===== src/design/plc_pkg.sv =====
package plc_pkg;
  localparam int NUM_SRC = 51;
  localparam int PRIO_W = 3;
  localparam int ID_W = 6;
  localparam int DATA_W = 32;
  localparam int ADDR_W = 32;
  localparam int LOW_BITS = 32;
  localparam int HIGH_BITS = 20;
  localparam int WORD_SHIFT = 2;
  localparam int PRIO_MAX = 7;

  localparam logic [ADDR_W-1:0] PRIO_BASE = 32'h0C00_0000;
  localparam logic [ADDR_W-1:0] PRIO_FIRST_ADDR = 32'h0C00_0004;
  localparam logic [ADDR_W-1:0] PRIO_LAST_ADDR = 32'h0C00_00CC;
  localparam logic [ADDR_W-1:0] PEND_LOW_ADDR = 32'h0C00_1000;
  localparam logic [ADDR_W-1:0] PEND_HIGH_ADDR = 32'h0C00_1004;
  localparam logic [ADDR_W-1:0] EN_LOW_ADDR = 32'h0C00_2000;
  localparam logic [ADDR_W-1:0] EN_HIGH_ADDR = 32'h0C00_2004;
  localparam logic [ADDR_W-1:0] THRESH_ADDR = 32'h0C20_0000;
  localparam logic [ADDR_W-1:0] CLAIM_ADDR = 32'h0C20_0004;

  localparam logic [PRIO_W-1:0] PRIO_NONE = 3'h0;
  localparam logic [PRIO_W-1:0] PRIO_RESET = 3'h0;
  localparam logic [PRIO_W-1:0] THRESH_RESET = 3'h0;
  localparam logic [ID_W-1:0] NO_IRQ_ID = 6'h00;

  typedef logic [PRIO_W-1:0] plc_prio_t;
  typedef logic [ID_W-1:0] plc_id_t;
  typedef logic [NUM_SRC:1] plc_vec_t;
  typedef enum logic {BUS_IDLE, BUS_ANSWER} plc_bus_state_t;

  // aligned word inside the priority block, sources 1..51 only
  function automatic logic prio_hit(input logic [ADDR_W-1:0] a);
    return a >= PRIO_FIRST_ADDR && a <= PRIO_LAST_ADDR
      && a[WORD_SHIFT-1:0] == 2'h0;
  endfunction

  function automatic plc_id_t addr_id(input logic [ADDR_W-1:0] a);
    return a[WORD_SHIFT +: ID_W];
  endfunction

  // one bit per real source; zero and out-of-range ids give no bit
  function automatic plc_vec_t onehot(input logic [DATA_W-1:0] v);
    plc_vec_t r;
    r = '0;
    for (int i = 1; i <= NUM_SRC; i++) begin
      if (v == DATA_W'(i)) begin
        r[i] = 1'h1;
      end
    end
    return r;
  endfunction
endpackage


===== src/design/plc_arb_if.sv =====
`timescale 1ns/1ps
interface plc_arb_if;
  import plc_pkg::*;
  plc_vec_t pend;
  plc_vec_t en;
  plc_prio_t prio [1:NUM_SRC];
  plc_id_t best_id;
  plc_prio_t best_prio;
  modport ctrl (output pend, en, prio, input best_id, best_prio);
  modport arb (input pend, en, prio, output best_id, best_prio);
endinterface


===== src/design/plc_arbiter.sv =====
`timescale 1ns/1ps
module plc_arbiter
  import plc_pkg::*;
(
  plc_arb_if.arb arb
);
  // strict compare keeps the lower id on a tie and skips priority zero
  always_comb begin
    arb.best_id = NO_IRQ_ID;
    arb.best_prio = PRIO_NONE;
    for (int i = 1; i <= NUM_SRC; i++) begin
      if (arb.pend[i] && arb.en[i]
          && arb.prio[i] > arb.best_prio) begin
        arb.best_id = plc_id_t'(i);
        arb.best_prio = arb.prio[i];
      end
    end
  end
endmodule


===== src/design/plc_controller.sv =====
`timescale 1ns/1ps
// How it works
// - fifty-one level sources arbitrated over seven nonzero priority levels
// - only aligned 32-bit word accesses; byte enables are ignored
// - a source requests service while its input is held high
// - identifier zero means no interrupt, never a real source
// - ids 1-7 single peripherals, 8-39 pins, 40-51 pulse generators
// - priority word at base plus four times id, bits 2:0 only
// - priority zero never raises a notification
// - priority 1 lowest, 7 highest when choosing the winner
// - equal priorities resolve to the smallest identifier
// - pending bits in two words, bit N mod 32 of word N/32
// - pending bit for id zero always reads zero
// - software clears pending by enabling then claiming the source
// - pending read-only, reset zero; high word bits 31:20 reserved
// - pending array at two words from 0x0C00_1000
// - enable words at 0x0C00_2000 and 0x0C00_2004, read-write
// - threshold word at 0x0C20_0000, read-write
// - priorities have no meaningful reset; software programs them
// - claim read returns best pending enabled id and clears it
// - sources at or below threshold are masked from notification
// - enables packed like pending; enable for id zero reads zero
// - completion write of a non-enabled id is ignored
module plc_controller
  import plc_pkg::*;
(
  input wire logic REF_CLK_IN,
  input wire logic RESET_IN,
  input wire logic [ADDR_W-1:0] AVS_ADDRESS_IN,
  input wire logic AVS_READ_IN,
  input wire logic AVS_WRITE_IN,
  input wire logic [DATA_W-1:0] AVS_WRITEDATA_IN,
  input wire logic [3:0] AVS_BYTEENABLE_IN,
  output logic [DATA_W-1:0] AVS_READDATA_OUT,
  output logic AVS_WAITREQUEST_OUT,
  input wire logic [NUM_SRC:1] IRQ_SOURCE_IN,
  output logic MACHINE_EXTERNAL_PENDING_OUT
);
  plc_bus_state_t state;
  plc_bus_state_t next_state;
  logic bus_req;
  logic take;
  logic fire_rd;
  logic fire_wr;
  logic aligned;
  logic [DATA_W-1:0] rdata;
  logic [DATA_W-1:0] next_rdata;
  plc_vec_t src_meta;
  plc_vec_t src_sync;
  plc_vec_t pend;
  plc_vec_t in_svc;
  plc_vec_t en;
  plc_vec_t set_vec;
  plc_vec_t clr_vec;
  plc_vec_t done_vec;
  plc_prio_t prio [1:NUM_SRC];
  plc_prio_t thresh;
  plc_id_t claim_id;
  logic claim_fire;
  logic irq;

  plc_arb_if arb_bus ();

  plc_arbiter u_arb (
    .arb(arb_bus)
  );

  assign arb_bus.pend = pend;
  assign arb_bus.en = en;
  assign arb_bus.prio = prio;

  // bus slave: one wait state, the answer edge is the only commit edge
  assign bus_req = AVS_READ_IN | AVS_WRITE_IN;
  assign take = bus_req && state == BUS_IDLE;
  assign fire_rd = AVS_READ_IN && state == BUS_ANSWER;
  assign fire_wr = AVS_WRITE_IN && state == BUS_ANSWER;
  assign aligned = AVS_ADDRESS_IN[WORD_SHIFT-1:0] == 2'h0;
  assign AVS_WAITREQUEST_OUT = take;
  assign AVS_READDATA_OUT = rdata;
  assign MACHINE_EXTERNAL_PENDING_OUT = irq;

  always_comb begin
    next_state = state;
    case (state)
      BUS_IDLE: begin
        if (bus_req) begin
          next_state = BUS_ANSWER;
        end
      end
      BUS_ANSWER: begin
        next_state = BUS_IDLE;
      end
      default: begin
        next_state = BUS_IDLE;
      end
    endcase
  end

  always_ff @(posedge REF_CLK_IN) begin
    if (RESET_IN) begin
      state <= BUS_IDLE;
    end else begin
      state <= next_state;
    end
  end

  // read word chosen at the accepting edge and held through the answer
  always_comb begin
    next_rdata = '0;
    if (!aligned) begin
      next_rdata = '0;
    end else if (prio_hit(AVS_ADDRESS_IN)) begin
      next_rdata = DATA_W'(prio[addr_id(AVS_ADDRESS_IN)]);
    end else if (AVS_ADDRESS_IN == PEND_LOW_ADDR) begin
      next_rdata = {pend[LOW_BITS-1:1], 1'h0};
    end else if (AVS_ADDRESS_IN == PEND_HIGH_ADDR) begin
      next_rdata = DATA_W'(pend[NUM_SRC:LOW_BITS]);
    end else if (AVS_ADDRESS_IN == EN_LOW_ADDR) begin
      next_rdata = {en[LOW_BITS-1:1], 1'h0};
    end else if (AVS_ADDRESS_IN == EN_HIGH_ADDR) begin
      next_rdata = DATA_W'(en[NUM_SRC:LOW_BITS]);
    end else if (AVS_ADDRESS_IN == THRESH_ADDR) begin
      next_rdata = DATA_W'(thresh);
    end else if (AVS_ADDRESS_IN == CLAIM_ADDR) begin
      next_rdata = DATA_W'(arb_bus.best_id);
    end
  end

  always_ff @(posedge REF_CLK_IN) begin
    if (RESET_IN) begin
      rdata <= '0;
    end else if (take && AVS_READ_IN) begin
      rdata <= next_rdata;
    end
  end

  // the id returned is the one cleared, even if a higher one arrives late
  always_ff @(posedge REF_CLK_IN) begin
    if (RESET_IN) begin
      claim_id <= NO_IRQ_ID;
    end else if (take && AVS_READ_IN && AVS_ADDRESS_IN == CLAIM_ADDR) begin
      claim_id <= arb_bus.best_id;
    end
  end

  assign claim_fire = fire_rd && AVS_ADDRESS_IN == CLAIM_ADDR;
  assign clr_vec = claim_fire ? onehot(DATA_W'(claim_id)) : '0;

  // completion only counts for an id enabled right now
  assign done_vec = (fire_wr && AVS_ADDRESS_IN == CLAIM_ADDR)
    ? (onehot(AVS_WRITEDATA_IN) & en) : '0;

  // sources may come from another clock, so two stages before any use
  always_ff @(posedge REF_CLK_IN) begin
    if (RESET_IN) begin
      src_meta <= '0;
      src_sync <= '0;
    end else begin
      src_meta <= IRQ_SOURCE_IN;
      src_sync <= src_meta;
    end
  end

  // a held-high line re-pends only after its completion
  assign set_vec = src_sync & ~pend & ~in_svc;

  always_ff @(posedge REF_CLK_IN) begin
    if (RESET_IN) begin
      pend <= '0;
    end else begin
      pend <= (pend & ~clr_vec) | set_vec;
    end
  end

  always_ff @(posedge REF_CLK_IN) begin
    if (RESET_IN) begin
      in_svc <= '0;
    end else begin
      in_svc <= (in_svc & ~done_vec) | clr_vec;
    end
  end

  always_ff @(posedge REF_CLK_IN) begin
    if (RESET_IN) begin
      en <= '0;
    end else if (fire_wr && AVS_ADDRESS_IN == EN_LOW_ADDR) begin
      en[LOW_BITS-1:1] <= AVS_WRITEDATA_IN[LOW_BITS-1:1];
    end else if (fire_wr && AVS_ADDRESS_IN == EN_HIGH_ADDR) begin
      en[NUM_SRC:LOW_BITS] <= AVS_WRITEDATA_IN[HIGH_BITS-1:0];
    end
  end

  // cleared at reset only so simulation starts clean; software must
  // still program every source it uses
  always_ff @(posedge REF_CLK_IN) begin
    if (RESET_IN) begin
      for (int i = 1; i <= NUM_SRC; i++) begin
        prio[i] <= PRIO_RESET;
      end
    end else if (fire_wr && prio_hit(AVS_ADDRESS_IN)) begin
      prio[addr_id(AVS_ADDRESS_IN)] <= AVS_WRITEDATA_IN[PRIO_W-1:0];
    end
  end

  always_ff @(posedge REF_CLK_IN) begin
    if (RESET_IN) begin
      thresh <= THRESH_RESET;
    end else if (fire_wr && AVS_ADDRESS_IN == THRESH_ADDR) begin
      thresh <= AVS_WRITEDATA_IN[PRIO_W-1:0];
    end
  end

  // claim ignores the threshold, the notification does not
  always_ff @(posedge REF_CLK_IN) begin
    if (RESET_IN) begin
      irq <= 1'h0;
    end else begin
      irq <= arb_bus.best_prio > thresh;
    end
  end
endmodule


===== config.mk =====
export PLATFORM = sky130hd
export DESIGN_NAME = plc_controller
export DESIGN_NICKNAME = d
export VERILOG_FILES = /design/src/design/plc_pkg.sv /design/src/design/plc_arb_if.sv /design/src/design/plc_arbiter.sv /design/src/design/plc_controller.sv
export SDC_FILE = /design/constraint.sdc
export NUM_CORES = 1
export LEC_CHECK = 0
export ABC_AREA = 1
export BUFFER_PORTS_ARGS = -buffer_cell sky130_fd_sc_hd__buf_4
export CORE_UTILIZATION = 30
export CTS_CLUSTER_SIZE = 12
export DETAILED_ROUTE_END_ITERATION = 8
export PLACE_DENSITY = 0.43
export RECOVER_POWER = 100
export SLEW_MARGIN = 20
export SYNTH_ARGS = -nofsm -noshare
export SYNTH_HDL_FRONTEND = slang
export SYNTH_SLANG_ARGS = --single-unit

===== constraint.sdc =====
create_clock -name REF_CLK_IN -period 67.9 [get_ports REF_CLK_IN]
set_input_delay 6.79 -clock REF_CLK_IN [delete_from_list [all_inputs] [get_ports REF_CLK_IN]]
set_output_delay 6.79 -clock REF_CLK_IN [all_outputs]
set_load 0.02 [all_outputs]

; Yosys cells after proc, flatten, opt, wreduce, memory -nomap -nowiden
; Index checks and enable logic that the tools add are counted.
[word_totals]
elab_cells = 581
output_inout_bits = 34
ff_bits = 451
input_bits = 123
[classes]
magnitude_cmp = 56
n_bitwise = 15
muxes = 222
reduce_logical = 118
eq_ne = 108
[ops]
columns = cell, n
row1 = 32-bit by 6-bit equality test with 1-bit output (second input constant), 20
row2 = 32-bit by 5-bit equality test with 1-bit output (second input constant), 16
row3 = 32-bit by 4-bit equality test with 1-bit output (second input constant), 8
row4 = 51-bit bitwise AND, 5
row5 = 51-bit NOT, 4
row6 = 32-bit by 28-bit equality test with 1-bit output (second input constant), 6
row7 = 3-bit 2-to-1 mux, 58
row8 = 32-bit 2-to-1 mux, 5
row9 = 153-bit bitwise mux, 1
row10 = 3-bit greater-than comparator, 51
row11 = 6-bit 2-to-1 mux, 22
row12 = 32-bit by 3-bit equality test with 1-bit output (second input constant), 4
row13 = 6-bit equality test (second input constant), 20
row14 = 1-bit logical AND, 116
row15 = 1-bit 2-to-1 mux, 104
row16 = 51-bit 2-to-1 mux, 2
row17 = 51-bit bitwise OR, 2
row18 = 6-bit by 5-bit equality test with 1-bit output (second input constant), 16
row19 = 5-bit 2-to-1 mux, 16
row20 = 32-bit by 2-bit equality test with 1-bit output (second input constant), 2
row21 = 6-bit by 4-bit equality test with 1-bit output (second input constant), 8
row22 = 32-bit by 1-bit equality test with 1-bit output (second input constant), 1
row23 = 32-bit by 28-bit greater-or-equal comparator with 1-bit output (second input constant), 1
row24 = 32-bit by 28-bit <= comparator with 1-bit output (second input constant), 1
row25 = other kinds (17), 30

; Logic depth before layout (Yosys ltp)
; Gate-level depths: netlist of run 1.
[depth]
word_depth = 161
depth_mapped = 403
mapped_depth_nobuf = 403

; Modules after synthesis
; A second synthesis of run 1 with hierarchy kept.
[unflattened]
hier_cells = 3859
hier_area_um2 = 25894.8
[modules_own_cells]
columns = mod, seq_area_each_um2, instances, area_each_um2, cells_per_inst
row1 = plc_controller, 9028.7, 1, 19188.4, 2621
row2 = plc_arbiter, 0.0, 1, 6706.4, 1238

; Least setup slack after synthesis of run 1
; Ideal clock, no wire load.
[synth_path]
kind = flip-flop to flip-flop
start = register prio, in the netlist arb_bus.prio[151]
end = register rdata[2], in the netlist AVS_READDATA_OUT[2]
setup_slack_ns = 19.007
synth_period_minus_slack_ns = 48.893
stages_incl_launch_ff = 350
setup_ns = 0.066
arrival_ns = 48.827
t_required_ns = 67.834
path_buffers = 0
path_cell_list = dfxtp_1 inv_1 nand2_1 and3_1 inv_1 nor2_1 ha_1 nand3_1 nand2_1 clkinv_2 nand2_4 nand2_1 o21ai_2 ha_1 inv_1 o21bai_1 inv_1 nand2_4 [... 314 more ...] o21ai_0 nand4_1 nand2_1 o21ai_1 ha_1 a21oi_1 o21ai_0 nand4_1 inv_1 nor2_1 nand2_1 nor2_2 nand2_1 nor2_1 o21ai_1 nand2_1 nand2_1 a21oi_2
[synth_via]
elab_chain_len = 161
elab_cells_between_ends = 208
cone_classes = order compare: 51 / mux: 106 / reduce/logical: 51
[synth_lines]
columns = element, line_no
row1 = "start, declared", plc_controller.sv:56  ; plc_prio_t prio [1:NUM_SRC];
row2 = "start signal, assigned by index", plc_controller.sv:201  ; prio[addr_id(AVS_ADDRESS_IN)] <= AVS_WRITEDATA_IN[PRIO_W-1:0];
row3 = 3-bit by 1-bit greater-than comparator with 1-bit output, plc_arbiter.sv:13  ; && arb.prio[i] > arb.best_prio) begin
row4 = 1-bit logical AND, plc_arbiter.sv:13
row5 = 3-bit 2-to-1 mux (*), plc_arbiter.sv:12  ; if (arb.pend[i] && arb.en[i]
row6 = 3-bit greater-than comparator, plc_arbiter.sv:13
row7 = 1-bit logical AND, plc_arbiter.sv:13
row8 = 3-bit 2-to-1 mux (*), plc_arbiter.sv:12
row9 = 3-bit greater-than comparator, plc_arbiter.sv:13
row10 = 1-bit logical AND, plc_arbiter.sv:13
row11 = [... 145 more ...], --
row12 = 6-bit 2-to-1 mux (*), plc_controller.sv:124  ; end else if (AVS_ADDRESS_IN == CLAIM_ADDR) begin
row13 = 6-bit 2-to-1 mux (*), plc_controller.sv:122  ; end else if (AVS_ADDRESS_IN == THRESH_ADDR) begin
row14 = 20-bit 2-to-1 mux (*), plc_controller.sv:120  ; end else if (AVS_ADDRESS_IN == EN_HIGH_ADDR) begin
row15 = 32-bit 2-to-1 mux (*), plc_controller.sv:118  ; end else if (AVS_ADDRESS_IN == EN_LOW_ADDR) begin
row16 = 32-bit 2-to-1 mux (*), plc_controller.sv:116  ; end else if (AVS_ADDRESS_IN == PEND_HIGH_ADDR) begin
row17 = 32-bit 2-to-1 mux (*), plc_controller.sv:114  ; end else if (AVS_ADDRESS_IN == PEND_LOW_ADDR) begin
row18 = 32-bit 2-to-1 mux (*), plc_controller.sv:112  ; end else if (prio_hit(AVS_ADDRESS_IN)) begin
row19 = 32-bit 2-to-1 mux (*), plc_controller.sv:110  ; if (!aligned) begin
row20 = "end signal, assigned", plc_controller.sv:133  ; rdata <= next_rdata;
row21 = "end, declared", plc_controller.sv:46  ; logic [DATA_W-1:0] rdata;
; Mark *: on every way between the ends. The rest lies on a longest branch, timed or not.
; A chain may end at the register's enable or synchronous reset.

; Worst setup path in the final report of run 1
[layout_path]
start = register pend[0], in the netlist arb_bus.pend[0]
end = register irq, in the netlist MACHINE_EXTERNAL_PENDING_OUT
[layout_via]
elab_chain_len = 154
[layout_lines]
columns = element, line_no
row1 = "start, declared", plc_controller.sv:50  ; plc_vec_t pend;
row2 = "start signal, assigned", plc_controller.sv:171  ; pend <= (pend & ~clr_vec) | set_vec;
row3 = 1-bit logical AND (*), plc_arbiter.sv:12
row4 = 1-bit logical AND (*), plc_arbiter.sv:13
row5 = 3-bit 2-to-1 mux (*), plc_arbiter.sv:12
row6 = 3-bit greater-than comparator, plc_arbiter.sv:13
row7 = 1-bit logical AND, plc_arbiter.sv:13
row8 = 3-bit 2-to-1 mux (*), plc_arbiter.sv:12
row9 = 3-bit greater-than comparator, plc_arbiter.sv:13
row10 = 1-bit logical AND, plc_arbiter.sv:13
row11 = [... 138 more ...], --
row12 = 3-bit 2-to-1 mux (*), plc_arbiter.sv:12
row13 = 3-bit greater-than comparator, plc_arbiter.sv:13
row14 = 1-bit logical AND, plc_arbiter.sv:13
row15 = 3-bit 2-to-1 mux (*), plc_arbiter.sv:12
row16 = 3-bit greater-than comparator, plc_arbiter.sv:13
row17 = 1-bit logical AND, plc_arbiter.sv:13
row18 = 3-bit 2-to-1 mux (*), plc_arbiter.sv:12
row19 = 3-bit greater-than comparator (*), plc_controller.sv:218  ; irq <= arb_bus.best_prio > thresh;
row20 = "end signal, assigned", plc_controller.sv:218
row21 = "end, declared", plc_controller.sv:60  ; logic irq;
; Marks and branches as above.

==> metrics.md, run 1 <==
| Metric | Value |
|---|---|
| Outcome | complete, but fails checks |
| Failing checks | capacitance limit, slew limit |
| Number of antenna diodes | 0 |
| Mean Syn Cell Area | 6.95 µm² |
| Tot GR Track Use | 0.234 |
| Worst-Margin Slew | 3.87 ns |
| Ports | 157 |
| CP peak stage delay | 0.68 ns |
| Hold-fix buffers at CTS | 0 |
| Hold Crit Start | src_meta[7]$_SDFF_PP0_ |
| Setup violators final | 0 |
| Leak Pwr | 11.5 nW |
| Fmax achieved | 17.0 MHz |
| Yosys warns | 0 |
| Initial DRC count | 1749 |
| R2R cell count | 344 |
| Vias in the first global route | 22.8k |
| Min cycle time layout | 58.91 ns |
| Die W | 290 µm |
| Crit path launch | arb_bus.pend[0]$_SDFF_PP0_ |
| H-Tree Depth | 2 |
| Total gr overflow | 0 |
| Largest net degree at the start of global routing | 87 |
| Resize count post-CTS | 0 |
| Total Wirelength | 101000 µm |
| Critical Path RT | 68.33 ns |
| Post-synthesis sequential area ratio | 0.363 |
| Drt wl/cell | 21.0 µm |
| Hold WC Path Type | register to register |
| Worst-path maximum fanout | 9 |
| Post-Syn Instances | 3576 |
| Power, Total | 0.627 mW |
| Hold Fails Final Rpt | 0 |
| EDFF count, synth | 0 |
| Final GP Congestion | 0.923 |
| Starting density of the core | 0.303 |
| TNS Setup | 0 ns |
| Part of the cycle the worst path needs | 0.868 |
| CP startpoint kind | register |
| Most frequent cells in the layout | nand2_1 (504), inv_1 (484), dfxtp_1 (451), a21oi_1 (411), o21ai_0 (401) |
| Netlist cell types | 62 |
| Power per cell area | 21.8 nW/µm² |
| Via count | 24.1k |
| Nets | 3870 |
| RR Startpoint | arb_bus.pend[0]$_SDFF_PP0_ |
| Syn Nets | 3759 |
| CP max-delay cell | a311oi_1 |
| Max IR drop VDD | 0.0179 mV |
| Crit Path Class | register to register |
| CTS tree | built |
| Row Count | 105 |
| Storage element area | 9030 µm² |
| CTS root buf | clkbuf_16 |
| Critical Path End Type | register |
| Drt first pass iters | 5 |
| Pins over their slew limit | 622 |
| Via/cell ratio | 5.01 |
| FF-to-FF End | MACHINE_EXTERNAL_PENDING_OUT$_SDFF_PP0_ |
| HPWL Detailed | 75800 µm |
| Seq cells post-synth | 451 |
| First-pass GRT wire length | 149000 µm |
| Critical path data arrival time | 59.34 ns |
| Final clock skew | 0.0330 ns |
| Hold Path Depth | 2 |
| Register-to-register setup slack | 8.99 ns |
| Deepest clock path buffer count | 3 |
| CORE AREA | 82000 µm² |
| Fill count | 9105 |
| Post-synth top flop | dfxtp_1 |
| CTS Sinks | 451 |
| Area added between synthesis and finish | 15.6% |
| Clock Latency Late Sink | 0.65 ns |
| # DRC | 0 |
| Slew headroom | -1.58 |
| Share of cells above drive strength 1 | 0.134 |
| Setup crit end | MACHINE_EXTERNAL_PENDING_OUT$_SDFF_PP0_ |
| CTS Buf Count | 55 |
| Post-CTS Setup Bufs | 0 |
| Async set-reset flop share out of synthesis | 0 |
| Die area | 84000 µm² |
| Antenna viol nets, final | 0 |
| Max-Cap Viols | 11 |
| Crit path top cell by count | o21ai_0 |
| Post-Syn Area | 24900 µm² |
| Clock-pin slew on the worst setup and hold paths | 0.06 ns |
| Multi-input logic area | 13200 µm² |
| RSZ-0062 raised after global routing | no |
| Die H | 290 µm |
| IO Port Bufs | 152 |
| Initial antenna violation count | 1 |
| Most common cell after layout, fill and taps aside | nand2_1 |
-- cells in the mapped netlist, types with 3 or more instances --
master / number / area share
o221ai_1: 30 / 0.011
a211oi_4: 5 / 0.0040
o32ai_1: 4 / 0.0014
nor2_1: 363 / 0.055
dfxtp_1: 451 / 0.36
a31oi_1: 14 / 0.0035
o211ai_2: 3 / 0.0015
a21oi_2: 8 / 0.0028
or2_2: 7 / 0.0018
nand3_4: 6 / 0.0042
nand2_1: 494 / 0.075
inv_1: 484 / 0.073
nand2_2: 127 / 0.032
nand4_1: 21 / 0.0053
o311ai_0: 5 / 0.0018
o22ai_1: 17 / 0.0043
o2111ai_1: 14 / 0.0049
o21bai_1: 6 / 0.0018
a21oi_1: 411 / 0.083
clkinv_1: 14 / 0.0021
ha_1: 60 / 0.030
nand2_4: 19 / 0.0086
clkinv_2: 3 / 0.00060
o41ai_1: 3 / 0.0011
o211ai_1: 24 / 0.0072
clkbuf_1: 103 / 0.016
o21ai_1: 12 / 0.0024
nor2_2: 4 / 0.0010
buf_1: 13 / 0.0020
nand3_1: 216 / 0.043
nor3_1: 34 / 0.0068
clkbuf_8: 5 / 0.0028
buf_6: 3 / 0.0014
inv_2: 25 / 0.0038
o21ai_0: 399 / 0.080
nand3_2: 57 / 0.023
a211oi_1: 11 / 0.0033
o21ai_2: 3 / 0.0011
a21oi_4: 5 / 0.0033
nor4_1: 12 / 0.0030
o31ai_1: 8 / 0.0024
nor3b_1: 24 / 0.0072
nand3b_1: 26 / 0.0079
-- where the power goes --
group          total [mW]  internal, mW  leakage (nW)  switching [mW]
Sequential          0.273         0.269          3.66         0.00333
Clock               0.319         0.192         0.948           0.127
Combinational      0.0355        0.0107          6.85          0.0248
Total               0.627         0.472          11.5           0.155
-- how the worst min path moves through the flow --
stage                                         end  slack, ns
after global routing      src_sync[28]$_SDFF_PP0_       0.41
after global placement     src_sync[9]$_SDFF_PP0_       0.39
after detailed placement  src_sync[29]$_SDFF_PP0_       0.39
after floorplan            src_sync[0]$_SDFF_PP0_       0.39
after CTS                 src_sync[29]$_SDFF_PP0_       0.40
final                      src_sync[7]$_SDFF_PP0_       0.40
-- metrics by stage --
step	instances	utilization	hold WS, ns	setup slack [ns]	cell area, µm²
finish	4800	0.350	0.398	8.99	28700
global route	4800	0.350	0.414	2.80	28700
CTS	4800	0.353	0.399	9.66	29000
detailed placement	4700	0.330	0.393	9.88	27000
global placement	4700	0.330	0.392	9.84	27000
floorplan	3576	-	0.388	19.01	24900
-- state kept, by name, indices dropped and copies added, names as in the netlist --
| register | cells |
|---|---|
| thresh | 3 |
| arb_bus.pend | 51 |
| MACHINE_EXTERNAL_PENDING_OUT | 1 |
| state | 1 |
| AVS_READDATA_OUT | 32 |
| src_sync | 51 |
| src_meta | 51 |
| claim_id | 6 |
| in_svc | 51 |
| arb_bus.en | 51 |
| arb_bus.prio | 153 |
-- worst max-delay path: cells and delay by family (launching register included) --
kind                       cells  cell delay (ns)
AOI/OAI and AO/OA             90            21.34
adders and majority gates     51            15.17
buffers and inverters         37             2.72
DFF                            1             0.65
and+or+nand+nor              166            18.67
-- layer usage --
| metal | global-route usage | routed length [µm] | share of wire |
|---|---|---|---|
| met4 | 0.0680 | 2750 | 0.027 |
| met3 | 0.0378 | 5670 | 0.056 |
| met1 | 0.328 | 48200 | 0.48 |
| met5 | 0 | 0 | 0 |
| met2 | 0.368 | 44200 | 0.44 |
-- kinds of logic after synthesis --
family,after synthesis,share of synthesized area
buffers and inverters,654,0.104
DFF,451,0.363
and+or+nand+nor,1417,0.277
AOI/OAI and AO/OA,994,0.226
adders and majority gates,60,0.0302
-- layout make-up --
type	count	share of cell area
multi-input combinational	2471	0.460
sequential	451	0.314
tap	1070	0.0466
inverter	530	0.0714
timing repair buffer	178	0.0398
clock buffer	79	0.0549
clock inverter	21	0.0127
Power figures use the tool's default switching activity.
==> inputs of run 2 (changes only) <==
PLACE_DENSITY = 0.45   (was 0.43)
clock period = 53.1 ns   (was 67.9 ns; I/O delays follow)
==> run 2 against run 1 <==
Effect of this change: the flow still finishes with violations (capacitance limit, slew limit); register-to-register slack worse by 4.2 ns; clock skew down 0.0013 ns; flip-flop and latch count unchanged; utilization up 2.1 points.
==> metrics.md, run 2 (synthesized netlist as in run 1, its figures left out) <==
| Metric | Value |
|---|---|
| Clock Latency Late Sink | 0.64 ns |
| Hold-fix buffers at CTS | 0 |
| M3 GR Usage | 0.0247 |
| Drt wl/cell | 20.1 µm |
| Core Util, Final | 0.371 |
| Area added between synthesis and finish | 22.4% |
| Final GP Congestion | 0.933 |
| Max IR drop VDD | 0.0265 mV |
| Setup WS post-layout | 4.83 ns |
| Non-Filler Instances | 5000 |
| Met2 global-route usage | 0.371 |
| Clock-pin slew on the worst setup and hold paths | 0.06 ns |
| CORE AREA | 82000 µm² |
| Grt peak-use layer | met2 |
| Max FFs per register | 153 |
| Leak Pwr | 12.5 nW |
| Max-Cap Viols | 2 |
| CTS root buf | clkbuf_16 |
| RR Startpoint | arb_bus.pend[0]$_SDFF_PP0_ |
| TNS Setup | 0 ns |
| Hold Crit Start | src_meta[42]$_SDFF_PP0_ |
| CP peak stage delay | 0.33 ns |
| Tot GR Track Use | 0.234 |
| Initial antenna violation count | 2 |
| Post-place setup slack | -0.686 ns |
| Fin area | 30400 µm² |
| CTS tree | built |
| Min cycle time layout | 48.27 ns |
| Die W | 290 µm |
| Deepest clock path buffer count | 3 |
| Power per cell area | 25.7 nW/µm² |
| Outcome | complete, but fails checks |
| Via count | 25.1k |
| Largest net degree at the start of global routing | 101 |
| Register-to-register setup slack | 4.83 ns |
| Placed cells | 4901 |
| Fill count | 8992 |
| Storage element area | 9030 µm² |
| Die H | 290 µm |
| Most common cell after layout, fill and taps aside | nand2_1 |
| Part of the cycle the worst path needs | 0.909 |
| Most frequent cells in the layout | nand2_1 (494), inv_1 (483), dfxtp_1 (450), a21oi_1 (411), nor2_1 (356) |
| Hold path endpoint | src_sync[42]$_SDFF_PP0_ |
| Number of antenna diodes | 0 |
| First-pass GRT wire length | 149000 µm |
| Buf+Inv Stages, Crit Path | 52 |
| H-Tree Depth | 2 |
| Nets | 4070 |
| FF-to-FF End | MACHINE_EXTERNAL_PENDING_OUT$_SDFF_PP0_ |
| Antenna viol nets, final | 0 |
| Total gr overflow | 0 |
| DP Area | 28500 µm² |
| Delay-heaviest family, CP | simple AND/OR/NAND/NOR gates |
| Initial DRC count | 1891 |
| R2R cell count | 401 |
| Die area | 84000 µm² |
| Setup violators final | 0 |
| Row Count | 105 |
| HPWL Detailed | 75200 µm |
| Crit Path Class | register to register |
| Final clock skew | 0.0317 ns |
| CTS Sinks | 451 |
| Vias in the first global route | 23.6k |
| Grt met1 use | 0.330 |
| Hold Fails Final Rpt | 0 |
| Share of cells above drive strength 1 | 0.196 |
| Largest register by flop count | arb_bus.prio |
| Drt first pass iters | 6 |
| Hold Path Depth | 2 |
| Starting density of the core | 0.303 |
| IO Port Bufs | 152 |
| CP max-delay cell | o32a_2 |
| Power, Total | 0.783 mW |
| Multi-input logic area | 13500 µm² |
| Ports | 157 |
| Worst-path maximum fanout | 6 |
| Via/cell ratio | 5.02 |
| Crit path top cell by count | nand2_1 |
| Failing checks | capacitance limit, slew limit |
| Critical path data arrival time | 48.84 ns |
| Critical Path End Type | register |
| Worst-Margin Slew | 4.44 ns |
| CP startpoint kind | register |
| Total Wirelength | 101000 µm |
| Pins over their slew limit | 130 |
| Fmax achieved | 20.7 MHz |
| Hold WC Path Type | register to register |
| Slew headroom | -1.96 |
| CTS Buf Count | 53 |
| WHS | 0.399 ns |
| Critical Path RT | 53.67 ns |
| # DRC | 0 |
run 2: changes by cell type in the layout (fill, tap and decap cells not counted), moves of 3 or more:
cell / previous run / this run
buf_4: 127 / 332
nor2_2: 8 / 11
o21ai_1: 10 / 39
clkbuf_8: 11 / 15
bufinv_16: 9 / 6
nor3_2: 0 / 4
nand2_1: 504 / 494
nor3_1: 34 / 30
o21ai_0: 401 / 331
nor2_1: 359 / 356
clkbuf_1: 64 / 52
nand2_2: 118 / 127
o21ai_2: 3 / 44
run 2: worst max-delay path by stage:
stage	start	endpoint	cells after the start
2_1_floorplan	arb_bus.prio[151]$_SDFFE_PP0P_	AVS_READDATA_OUT[2]$_SDFFE_PP0P_	349
3_3_place_gp	arb_bus.pend[0]$_SDFF_PP0_	AVS_READDATA_OUT[5]$_SDFFE_PP0P_	357
3_5_place_dp	arb_bus.pend[0]$_SDFF_PP0_	MACHINE_EXTERNAL_PENDING_OUT$_SDFF_PP0_	360
4_1_cts	arb_bus.en[0]$_SDFFE_PP0P_	MACHINE_EXTERNAL_PENDING_OUT$_SDFF_PP0_	358
5_1_grt	arb_bus.prio[152]$_SDFFE_PP0P_	MACHINE_EXTERNAL_PENDING_OUT$_SDFF_PP0_	406
6_report	arb_bus.pend[0]$_SDFF_PP0_	MACHINE_EXTERNAL_PENDING_OUT$_SDFF_PP0_	401
run 2: metal layers:
layer | vias up | wire length [µm] | part of all wire
met2 | 696 | 44200 | 0.44
met4 | 2 | 3230 | 0.032
met5 | - | 17 | 0.00017
met3 | 140 | 4970 | 0.049
li1 | 12500 | - | -
met1 | 11700 | 48400 | 0.48
run 2: layout make-up:
class,instances,share of cell area
Sequential cell,451,0.297
Clock inverter,24,0.0103
Clock buffer,74,0.0508
Inverter,530,0.0674
Multi-Input combinational cell,2471,0.442
Tap cell,1070,0.0440
Timing Repair Buffer,380,0.0888
run 2: report_power, final:
part           total, mW  internal (mW)  switching [mW]
logic             0.0458         0.0139          0.0319
registers          0.348          0.344         0.00402
clock network      0.389          0.228           0.161
total              0.783          0.587           0.197
run 2: worst register-to-register path, delay by kind of cell (launching register included):
family | cells | cell delay (ns)
and+or+nand+nor | 213 | 19.76
AOI/OAI and AO/OA | 85 | 9.09
buffers and inverters | 52 | 4.62
DFF | 1 | 0.32
adders and majority gates | 51 | 14.39
run 2: what timing repair did:
item,in CTS,in global routing
pin swaps,0,8
resized for setup,10,110
setup buffers,1,0
setup endpoints to repair,13,13
